`src/shared/dpc_pkg.sv`:
```
package dpc_pkg;
   localparam int CLK_MHZ = 50;
   // host-side timing figures in ns (slower speed grade)
   localparam int T_READ_ACCESS_NS = 20;   // address / chip enable access
   localparam int T_OE_ACCESS_NS   = 12;
   localparam int T_CONTENTION_NS  = 17;   // contention_release_to_data
   localparam int T_WRITE_PULSE_NS = 15;
   localparam int T_WZ_NS          = 10;   // write enable to output float
   localparam int T_OW_NS          = 0;    // output active from end of write
   localparam int T_RECOVERY_NS    = 0;
   localparam int T_FLAG_W2R_NS    = 5;
   // least times round up, never below one cycle
   function automatic int min_cycles(input int ns);
      int c;
      c = (ns * CLK_MHZ + 999) / 1000;
      return (c < 1) ? 1 : c;
   endfunction
   localparam int READ_CYC     = min_cycles(T_READ_ACCESS_NS);
   localparam int OE_CYC       = min_cycles(T_OE_ACCESS_NS);
   localparam int CONT_CYC     = min_cycles(T_CONTENTION_NS);
   localparam int WP_CYC       = min_cycles(T_WRITE_PULSE_NS);
   localparam int WP_OE_CYC    = min_cycles(T_WZ_NS + T_OW_NS);
   localparam int REC_CYC      = min_cycles(T_RECOVERY_NS);
   localparam int FLAG_W2R_CYC = min_cycles(T_FLAG_W2R_NS);
   localparam int CNT_W        = 4;
   localparam int ADDR_W       = 16;
   localparam int DATA_W       = 16;
   localparam int FLAG_ADDR_W  = 3;
   localparam logic [15:0] DATA_RESET = 16'h0000;
   localparam logic [15:0] ADDR_RESET = 16'h0000;
   typedef enum logic [1:0] {DPC_OP_RD, DPC_OP_WR, DPC_OP_FRD, DPC_OP_FWR} dpc_op_t;
endpackage

```
`src/core/dpc_wait_timer.sv`:
```
`timescale 1ns/1ps
module dpc_wait_timer #(
   parameter int W = 4
) (
   input  wire logic         clk,    // system clock
   input  wire logic         rstn,   // sync reset, active low
   input  wire logic         load,   // start a count
   input  wire logic [W-1:0] count,  // cycles to wait
   output logic              done    // high while no count runs
);
   logic [W-1:0] left;
   // down counter; done means the loaded wait has elapsed
   always_ff @(posedge clk) begin
      if (!rstn) begin
         left <= '0;
      end else if (load) begin
         left <= count;
      end else if (left != '0) begin
         left <= left - 1'b1;
      end
   end
   // done must not look at load: the caller derives load from done
   assign done = (left == '0);
endmodule

```
`src/core/dpc_host_port.sv`:
```
`timescale 1ns/1ps
module dpc_host_port
   import dpc_pkg::*;
(
   input  wire logic                      sys_clk,     // 50 MHz clock
   input  wire logic                      rstn,        // sync reset, active low
   input  wire logic                      reqValid,    // request pulse, taken when idle
   input  wire dpc_pkg::dpc_op_t          reqOp,       // read, write, flag read, flag write
   input  wire logic [dpc_pkg::ADDR_W-1:0] reqAddr,    // word address
   input  wire logic [dpc_pkg::DATA_W-1:0] reqData,    // write data
   input  wire logic [1:0]                reqBytes,    // [1] upper, [0] lower byte wanted
   input  wire logic                      reqSameAddr, // far port finishing write here
   output logic                           busy,        // transfer in progress
   output logic                           rspValid,    // one-cycle completion pulse
   output logic [dpc_pkg::DATA_W-1:0]     rspData,     // read result
   output logic                           portSelN,    // chip enable, low active
   output logic                           rwN,         // high read, low write
   output logic                           outEnableN,  // device output enable, low active
   output logic                           flag_select_n,      // flag access select
   output logic                           high_byte_select_n, // upper byte select
   output logic                           low_byte_select_n,  // lower byte select
   output logic [dpc_pkg::ADDR_W-1:0]     memAddr,     // address pins
   output logic [dpc_pkg::DATA_W-1:0]     dqOut,       // data driven to device
   output logic                           dqOeN,       // low while host drives data
   input  wire logic [dpc_pkg::DATA_W-1:0] dqIn        // data pins from device
);
   import dpc_pkg::*;

   typedef enum logic [2:0] {S_IDLE, S_SETUP, S_STROBE, S_READ, S_RECOV, S_GAP} dpc_state_t;
   dpc_state_t state;
   dpc_op_t    op;
   logic [DATA_W-1:0] dqMeta;
   logic [DATA_W-1:0] dqSync;
   logic              tLoad;
   logic [CNT_W-1:0]  tCount;
   logic              tDone;
   logic              lastFlagWr;

   function automatic logic isFlag(input dpc_op_t o);
      return (o == DPC_OP_FRD) || (o == DPC_OP_FWR);
   endfunction
   function automatic logic isWrite(input dpc_op_t o);
      return (o == DPC_OP_WR) || (o == DPC_OP_FWR);
   endfunction

   dpc_wait_timer #(.W(CNT_W)) uTimer (
      .clk   (sys_clk),
      .rstn  (rstn),
      .load  (tLoad),
      .count (tCount),
      .done  (tDone)
   );

   // pin data passes two flops before use
   always_ff @(posedge sys_clk) begin
      if (!rstn) begin
         dqMeta <= DATA_RESET;
         dqSync <= DATA_RESET;
      end else begin
         dqMeta <= dqIn;
         dqSync <= dqMeta;
      end
   end

   // read wait: latest of the access delays, plus two sync stages
   function automatic logic [CNT_W-1:0] readWait(input logic sameAddr);
      int w;
      w = (READ_CYC > OE_CYC) ? READ_CYC : OE_CYC;
      if (sameAddr && CONT_CYC > w) w = CONT_CYC;
      return CNT_W'(w + 2);
   endfunction

   // timer loads per state entry
   always_comb begin
      tLoad  = 1'b0;
      tCount = '0;
      case (state)
         S_IDLE: begin
            if (reqValid) begin
               tLoad  = 1'b1;
               tCount = CNT_W'(1);
            end
         end
         S_SETUP: begin
            if (tDone) begin
               tLoad = 1'b1;
               if (isWrite(op)) begin
                  // output enable held high in writes, yet keep the wider pulse
                  tCount = CNT_W'((WP_CYC > WP_OE_CYC) ? WP_CYC : WP_OE_CYC);
               end else begin
                  tCount = readWait(reqSameAddr);
               end
            end
         end
         S_STROBE, S_READ: begin
            if (tDone) begin
               tLoad  = 1'b1;
               tCount = CNT_W'(REC_CYC);
            end
         end
         S_RECOV: begin
            if (tDone && lastFlagWr) begin
               tLoad  = 1'b1;
               tCount = CNT_W'(FLAG_W2R_CYC);
            end
         end
         default: begin
            tLoad  = 1'b0;
            tCount = '0;
         end
      endcase
   end

   // sequencing and pins
   always_ff @(posedge sys_clk) begin
      if (!rstn) begin
         state              <= S_IDLE;
         op                 <= DPC_OP_RD;
         busy               <= 1'b0;
         rspValid           <= 1'b0;
         rspData            <= DATA_RESET;
         portSelN           <= 1'b1;
         rwN                <= 1'b1;
         outEnableN         <= 1'b1;
         flag_select_n      <= 1'b1;
         high_byte_select_n <= 1'b1;
         low_byte_select_n  <= 1'b1;
         memAddr            <= ADDR_RESET;
         dqOut              <= DATA_RESET;
         dqOeN              <= 1'b1;
         lastFlagWr         <= 1'b0;
      end else begin
         rspValid <= 1'b0;
         case (state)
            S_IDLE: begin
               if (reqValid) begin
                  // all strobes high here, so the address may move
                  op      <= reqOp;
                  busy    <= 1'b1;
                  memAddr <= isFlag(reqOp) ? {{(ADDR_W-FLAG_ADDR_W){1'b0}}, reqAddr[FLAG_ADDR_W-1:0]}
                                           : reqAddr;
                  dqOut   <= (reqOp == DPC_OP_FWR) ? {{(DATA_W-1){1'b0}}, reqData[0]} : reqData;
                  if (isFlag(reqOp)) begin
                     portSelN           <= 1'b1;
                     flag_select_n      <= 1'b0;
                     high_byte_select_n <= 1'b1;
                     low_byte_select_n  <= 1'b1;
                  end else begin
                     portSelN           <= 1'b0;
                     flag_select_n      <= 1'b1;
                     high_byte_select_n <= ~reqBytes[1];
                     low_byte_select_n  <= ~reqBytes[0];
                  end
                  state <= S_SETUP;
               end
            end
            S_SETUP: begin
               if (tDone) begin
                  if (isWrite(op)) begin
                     rwN   <= 1'b0;   // select already low, so outputs stay floating
                     dqOeN <= 1'b0;   // device outputs float with output enable high
                     state <= S_STROBE;
                  end else begin
                     outEnableN <= 1'b0;
                     state      <= S_READ;
                  end
               end
            end
            S_STROBE: begin
               if (tDone) begin
                  rwN        <= 1'b1; // ends the overlap, write commits
                  lastFlagWr <= (op == DPC_OP_FWR);
                  state      <= S_RECOV;
               end
            end
            S_READ: begin
               if (tDone) begin
                  // flag value repeats on every line; bit zero carries it
                  rspData    <= (op == DPC_OP_FRD) ? {DATA_W{dqSync[0]}} : dqSync;
                  outEnableN <= 1'b1;
                  lastFlagWr <= 1'b0;
                  state      <= S_RECOV;
               end
            end
            S_RECOV: begin
               if (tDone) begin
                  dqOeN              <= 1'b1; // data held past strobe rise for hold time
                  portSelN           <= 1'b1;
                  flag_select_n      <= 1'b1;
                  high_byte_select_n <= 1'b1;
                  low_byte_select_n  <= 1'b1;
                  rspValid           <= 1'b1;
                  busy               <= lastFlagWr;
                  state              <= lastFlagWr ? S_GAP : S_IDLE;
               end
            end
            S_GAP: begin
               // flag write to read spacing before the next request
               if (tDone) begin
                  busy       <= 1'b0;
                  lastFlagWr <= 1'b0;
                  state      <= S_IDLE;
               end
            end
            default: begin
               state <= S_IDLE;
            end
         endcase
      end
   end
endmodule

```
`config.mk`:
```
export PLATFORM = sky130hd
export DESIGN_NAME = dpc_host_port
export DESIGN_NICKNAME = d
export VERILOG_FILES = /design/src/shared/dpc_pkg.sv /design/src/core/dpc_wait_timer.sv /design/src/core/dpc_host_port.sv
export SDC_FILE = /design/constraint.sdc
export NUM_CORES = 1
export LEC_CHECK = 0
export BUFFER_PORTS_ARGS = -buffer_cell sky130_fd_sc_hd__buf_2
export CAP_MARGIN = 20
export CORE_MARGIN = 8
export CORE_UTILIZATION = 47
export DETAILED_ROUTE_END_ITERATION = 6
export PLACE_DENSITY = 0.84
export SYNTH_ARGS = -nofsm -noshare
export SYNTH_HDL_FRONTEND = slang
export SYNTH_SLANG_ARGS = --single-unit
```
`constraint.sdc`:
```
create_clock -name sys_clk -period 1.8 [get_ports sys_clk]
set_input_delay 0.27 -clock sys_clk [delete_from_list [all_inputs] [get_ports sys_clk]]
set_output_delay 0.27 -clock sys_clk [all_outputs]
set_load 0.005 [all_outputs]
```
==> impl_metrics.ini, run 1 <==
[setup_path]
path_class = reg -> reg
worst_ep_required_time_ns = 2.04
worstSetupStartpointType = flop
slowest_stage = or3b_4
cp_slowest_stage_delay_ns = 0.44
end_kind = flop
arrival_ns = 2.00
path_cells = inv_1, ha_2, or3b_4, buf_4, o32ai_1, nor2_1
path_max_fanout = 9

[sta]
holdWs_ns = 0.103
hold_violations = 0
post-route-period-util_pct = 97.6
max_freq_mhz = 569
worst_slack_ns = 0.0426
min_period_ns = 1.76
drv_slew = 0
worst_pin_slew_ns = 0.484
relSlewSlack_pct = 67.7
rsz0062_at_grt = yes
finalSetupViolations = 0
fin_worst_skew_ns = 0.00800

[cells_and_area]
final_core_util_pct = 60.8
insertedDiodeCount = 0
finalInstanceArea_mm2 = 0.00470
finalNetCount = 565
drive_above_1_share_pct = 35.2
areaGrowthSynthToFinish_pct = 24.9

[route]
wl_per_cell_um = 15.2
routed_via_density = 5.17
remaining_drc_errors = 0
postRouteAntennaNets = 0
vias = 3174
drt_iter0_drc = 228
first_pass_iters = 6
routed_wl_um = 9320

[synth]
synth_fa_ha_area_share_pct = 0.665
synth_top_family_by_area = simple AND/OR/NAND/NOR gates
synth_seq_area_share_pct = 52.6
synth_top_cell_by_area = dfxtp_1
synth_edf_count = 0
synth-compound-area-share_pct = 16.9
synth-seq-cells = 99
synthSimpleGateAreaFrac_pct = 23.0
synth_xor_area_share_pct = 0.698
synth_mux_area_share_pct = 0.532
netlist_top_cells_area = dfxtp_1, a21oi_1, and2_1
syn_nets = 456
synthArstFlopShare_pct = 0
synth_flop_cell = dfxtp_1
synth_area_per_cell_um2 = 9.46
synth_top_area_share_pct = 52.6
synth.distinct_cells = 45
syn_inst = 398
ys_warn_count = 0
synth_area_mm2 = 0.00376

[place]
dpl_cell_area_mm2 = 0.00442
gp_congestion = 0.824
port-buffer-count = 111
place_ws_ns = 0.00300
dp_hpwl_um = 6480

[pwr]
p_total_mw = 5.98
ir_drop_uv = 527
p_leak_nw = 1.95
power_density_mw_per_mm2 = 1270

[floorplanning]
num_rows = 32
initial_core_util_pct = 48.7
die_x_um = 106
fp.coreArea_mm2 = 0.00773
io_pins = 113
die_y_um = 106
die_area_mm2 = 0.0111

[grt]
antenna_found_initial = 0
grt_pass1_vias = 3043
grt_max_degree = 59
grt_overflow = 0
track_usage_pct = 15.8
grt_pass1_wl_um = 14600

[clock_tree]
hold_buffers = 0
clk-insertion-delay-late_ns = 0.36
cts_root_buf = clkbuf_8
cts_tree = built
cts_htree_levels = 3
clock-sinks = 99
clkTransAtPathRegs_ns = 0.11
cts_buffer_depth = 2
numCtsBuffers = 9

[hold_path]
min_path_type = in -> reg

[run]
drv_cap = 0

[run_status]
status = complete, no violations
[cells in the final DEF (no fill, tap or decap), types with 4 or more instances in the layout]
cell type,netlist,routed
nor3_1,4,4
clkbuf_8,0,9
o21ai_0,8,8
dfxtp_1,99,97
nor2_1,22,22
a21oi_1,56,56
nand3b_1,14,14
nor2_2,4,4
nand2_1,48,48
and2_1,32,32
nand3_1,20,20
nand2b_1,4,4
buf_4,1,15
a211oi_2,14,14
buf_2,11,111
[metal layers]
layer	global-route usage, %	wire (um)	up-vias
li1	-	-	1571
met1	18.9	3920	1478
met2	24.9	4520	105
met3	5.48	640	20
met4	7.74	236	0
met5	0	0	-
[through the flow]
stage                     setup TNS [ns]  cells
after floorplan                        0    398
after global placement                 0    594
after detailed placement               0    594
after CTS                              0    610
after global routing              -0.114    614
final                                  0    614
[worst paths after layout]
check	start	end	slack, ns	cells after the start
setup reg to reg	uTimer.left[1]	uTimer.left[1]	0.04	6
setup / recovery	uTimer.left[1]	uTimer.left[1]	0.04	6
hold / removal	dqIn[11]	dqMeta[11]	0.10	2
hold reg to reg	dqMeta[8]	dqSync[8]	0.44	1
[flip-flops by register name (all words and copies together) (netlist names), 2 cells and up]
| register | flops |
|---|---|
| dqMeta | 16 |
| dqOut | 16 |
| dqSync | 16 |
| memAddr | 16 |
| rspData | 16 |
| uTimer.left | 4 |
| state | 3 |
| op | 2 |
[final cells by class]
cell class / instances / area (um2)
inverters: 5 / 18.8
multi-input cells: 261 / 1600
clock buffers: 9 / 124
repair buffers: 131 / 764
fillers: 642 / 3030
well taps: 102 / 128
flip-flops and latches: 99 / 1980
clock inverters: 7 / 80.1
[cell families after synthesis]
family | after synthesis
compound gates | 94
xor+xnor | 3
fa+ha+maj | 2
buf+inv | 38
flops | 99
mux | 2
simple gates | 160
[synth_stat cells (all sizes together), types with 2 or more instances]
library cell / number
dfxtp: 99
a21oi: 56
nand2: 48
buf: 18
o32ai: 2
o31a: 2
or3b: 2
o21ai: 8
nand3: 20
clkbuf: 15
nor2: 27
inv: 5
nor3: 4
xnor2: 3
a21boi: 2
ha: 2
a211oi: 16
nor4: 2
nand3b: 14
nor4b: 2
and2: 32
nor3b: 2
nand2b: 4
mux2i: 2
[worst max-delay path: cells and delay by family, from the launching register on]
kind                       cells  cell delay [ns]
and+or+nand+nor                2             0.52
DFF                            1             0.34
AOI/OAI and AO/OA              1             0.33
buffers and inverters          2             0.25
adders and majority gates      1             0.19
[power breakdown]
group	internal [mW]	leakage, nW	switching [mW]
registers	2.47	0.811	0.257
clock network	0.552	0.0994	0.835
logic	0.895	1.04	0.967
total	3.92	1.95	2.06
[repair_timing]
action,CTS,global route
gates resized for setup,2,9
buffers inserted,0,3
pin swaps,0,1
hold endpoints to repair,0,0
setup endpoints to repair,3,22
cloned,0,1
No activity file was read; power rests on OpenSTA's default activity.
==> inputs of run 2 (changes only) <==
--- a/config.mk
+++ b/config.mk
@@ -10,7 +10,7 @@
 export CORE_MARGIN = 8
 export CORE_UTILIZATION = 47
 export DETAILED_ROUTE_END_ITERATION = 6
-export PLACE_DENSITY = 0.84
+export PLACE_DENSITY = 0.8
 export SYNTH_ARGS = -nofsm -noshare
 export SYNTH_HDL_FRONTEND = slang
 export SYNTH_SLANG_ARGS = --single-unit
==> impl_metrics.ini, run 2 (synthesis results as in run 1) <==
[run_status]
status = complete, no violations

[grt]
antenna_found_initial = 0
grt_use_met1_pct = 18.8
gr-usage-met3_pct = 4.75
top_usage_layer = met2
grt_max_degree = 41
grt_pass1_vias = 3040
grt_overflow = 0
track_usage_pct = 15.5
grt.met2_usage_pct = 24.6
grt_pass1_wl_um = 14400

[pwr]
p_sw_mw = 1.96
p_leak_nw = 1.92
power_density_mw_per_mm2 = 1260
p_clk_share_pct = 23.6
p_seq_share_pct = 46.0
swShare_pct = 33.5
p_total_mw = 5.83
power.internal_mw = 3.88
combPwrFrac_pct = 30.4
ir_drop_uv = 538

[route]
wl_per_cell_um = 14.4
first_pass_iters = 4
remaining_drc_errors = 0
routed_via_density = 5.00
drt_iter0_drc = 145
postRouteAntennaNets = 0
routed_wl_um = 8850
vias = 3062

[setup_path]
arrival_ns = 1.95
r2r_cells = 7
cp_slowest_stage_delay_ns = 0.34
slowest_stage = dfxtp_1
worst_ep_required_time_ns = 2.08
worstSetupStartpointType = flop
path_class = reg -> reg
path_max_fanout = 24
path_cells = inv_1, ha_2, nor4b_4, and3_4, buf_12, nor2_1, a211oi_2
end_kind = flop

[cells_and_area]
nFillCells = 661
drive_above_1_share_pct = 34.1
layout_commonest_cell = buf_2
layout_common_cells = buf_2, dfxtp_1, a21oi_1
insertedDiodeCount = 0
finalNetCount = 564
areaGrowthSynthToFinish_pct = 23.1

[place]
gp_congestion = 0.820
port-buffer-count = 111
dp_hpwl_um = 6330

[sta]
post-route-period-util_pct = 92.8
fin_worst_skew_ns = 0.00803
worst_pin_slew_ns = 0.508
holdWs_ns = 0.104
setup_tns_ns = 0
min_period_ns = 1.67
finalSetupViolations = 0
relSlewSlack_pct = 66.0
drv_slew = 0
rsz0062_at_grt = no
max_freq_mhz = 599
hold_violations = 0

[clock_tree]
clk-insertion-delay-late_ns = 0.36
cts_tree = built
cts_buffer_depth = 2
numCtsBuffers = 9
cts_htree_levels = 3
clock-sinks = 99
clkTransAtPathRegs_ns = 0.10
cts_root_buf = clkbuf_8

[floorplanning]
fp.coreArea_mm2 = 0.00773
num_rows = 32
die_area_mm2 = 0.0111
initial_core_util_pct = 48.7
io_pins = 113
die_y_um = 106
die_x_um = 106

[run]
drv_cap = 0

[hold_path]
holdPathStages = 2
min_path_type = in -> reg
## run 2: cell types whose count changed in the layout (fill, tap and decap cells not counted), sizes merged
cell | previous run | this run
inv | 8 | 7
## run 2: layout make-up
cell class	count	area [um2]	area share, %
Sequential cell	99	1980	42.8
Multi-Input combinational cell	261	1590	34.2
Timing Repair Buffer	130	723	15.6
Clock buffer	10	138	2.97
Tap cell	102	128	2.75
Clock inverter	6	58.8	1.27
Inverter	5	18.8	0.405
## run 2: timing repair
| item | 4_1_cts | 5_1_grt |
|---|---|---|
| resized for setup | 0 | 4 |
| endpoints found under the setup margin | 0 | 20 |
| buffers inserted | 0 | 1 |
| hold buffers | 0 | 0 |
## run 2: per-stage QoR
step           util [%]  area, um2  cells  worst slack (ns)
2_1_floorplan         -       3760    398             0.152
3_3_place_gp       57.2       4420    596            0.0833
3_5_place_dp       57.2       4420    596            0.0324
4_1_cts            59.7       4620    612            0.0179
5_1_grt            60.0       4630    613           0.00703
6_report           60.0       4630    613             0.130
## run 2: metal layers
metal	part of all wire, %	vias up
met5	0	-
met4	2.4	0
met3	6.7	14
met2	46	96
met1	45	1379
li1	-	1573
## run 2: worst paths after layout
kind | to | slack (ns) | from
worst max-delay path | rspData[4] | 0.13 | uTimer.left[1]
worst min-delay path | dqMeta[15] | 0.10 | dqIn[15]
worst max register to register | rspData[4] | 0.13 | uTimer.left[1]
worst min register to register | dqSync[0] | 0.44 | dqMeta[0]
## run 2: worst max-delay path, delay by kind of cell, from the launching register on
kind	cells	cell delay, ns
buffers and inverters	2	0.27
and+or+nand+nor	3	0.58
AOI/OAI and AO/OA	1	0.20
DFF	1	0.34
adders and majority gates	1	0.20
## run 2: power by group through the flow
stage	Combinational (mW)	Sequential, mW	Clock [mW]
floorplan	1.21	2.68	0
global placement	1.68	2.71	0
detailed placement	1.73	2.73	0
CTS	1.74	2.68	1.40
global route	1.97	2.72	1.49
finish	1.77	2.68	1.38
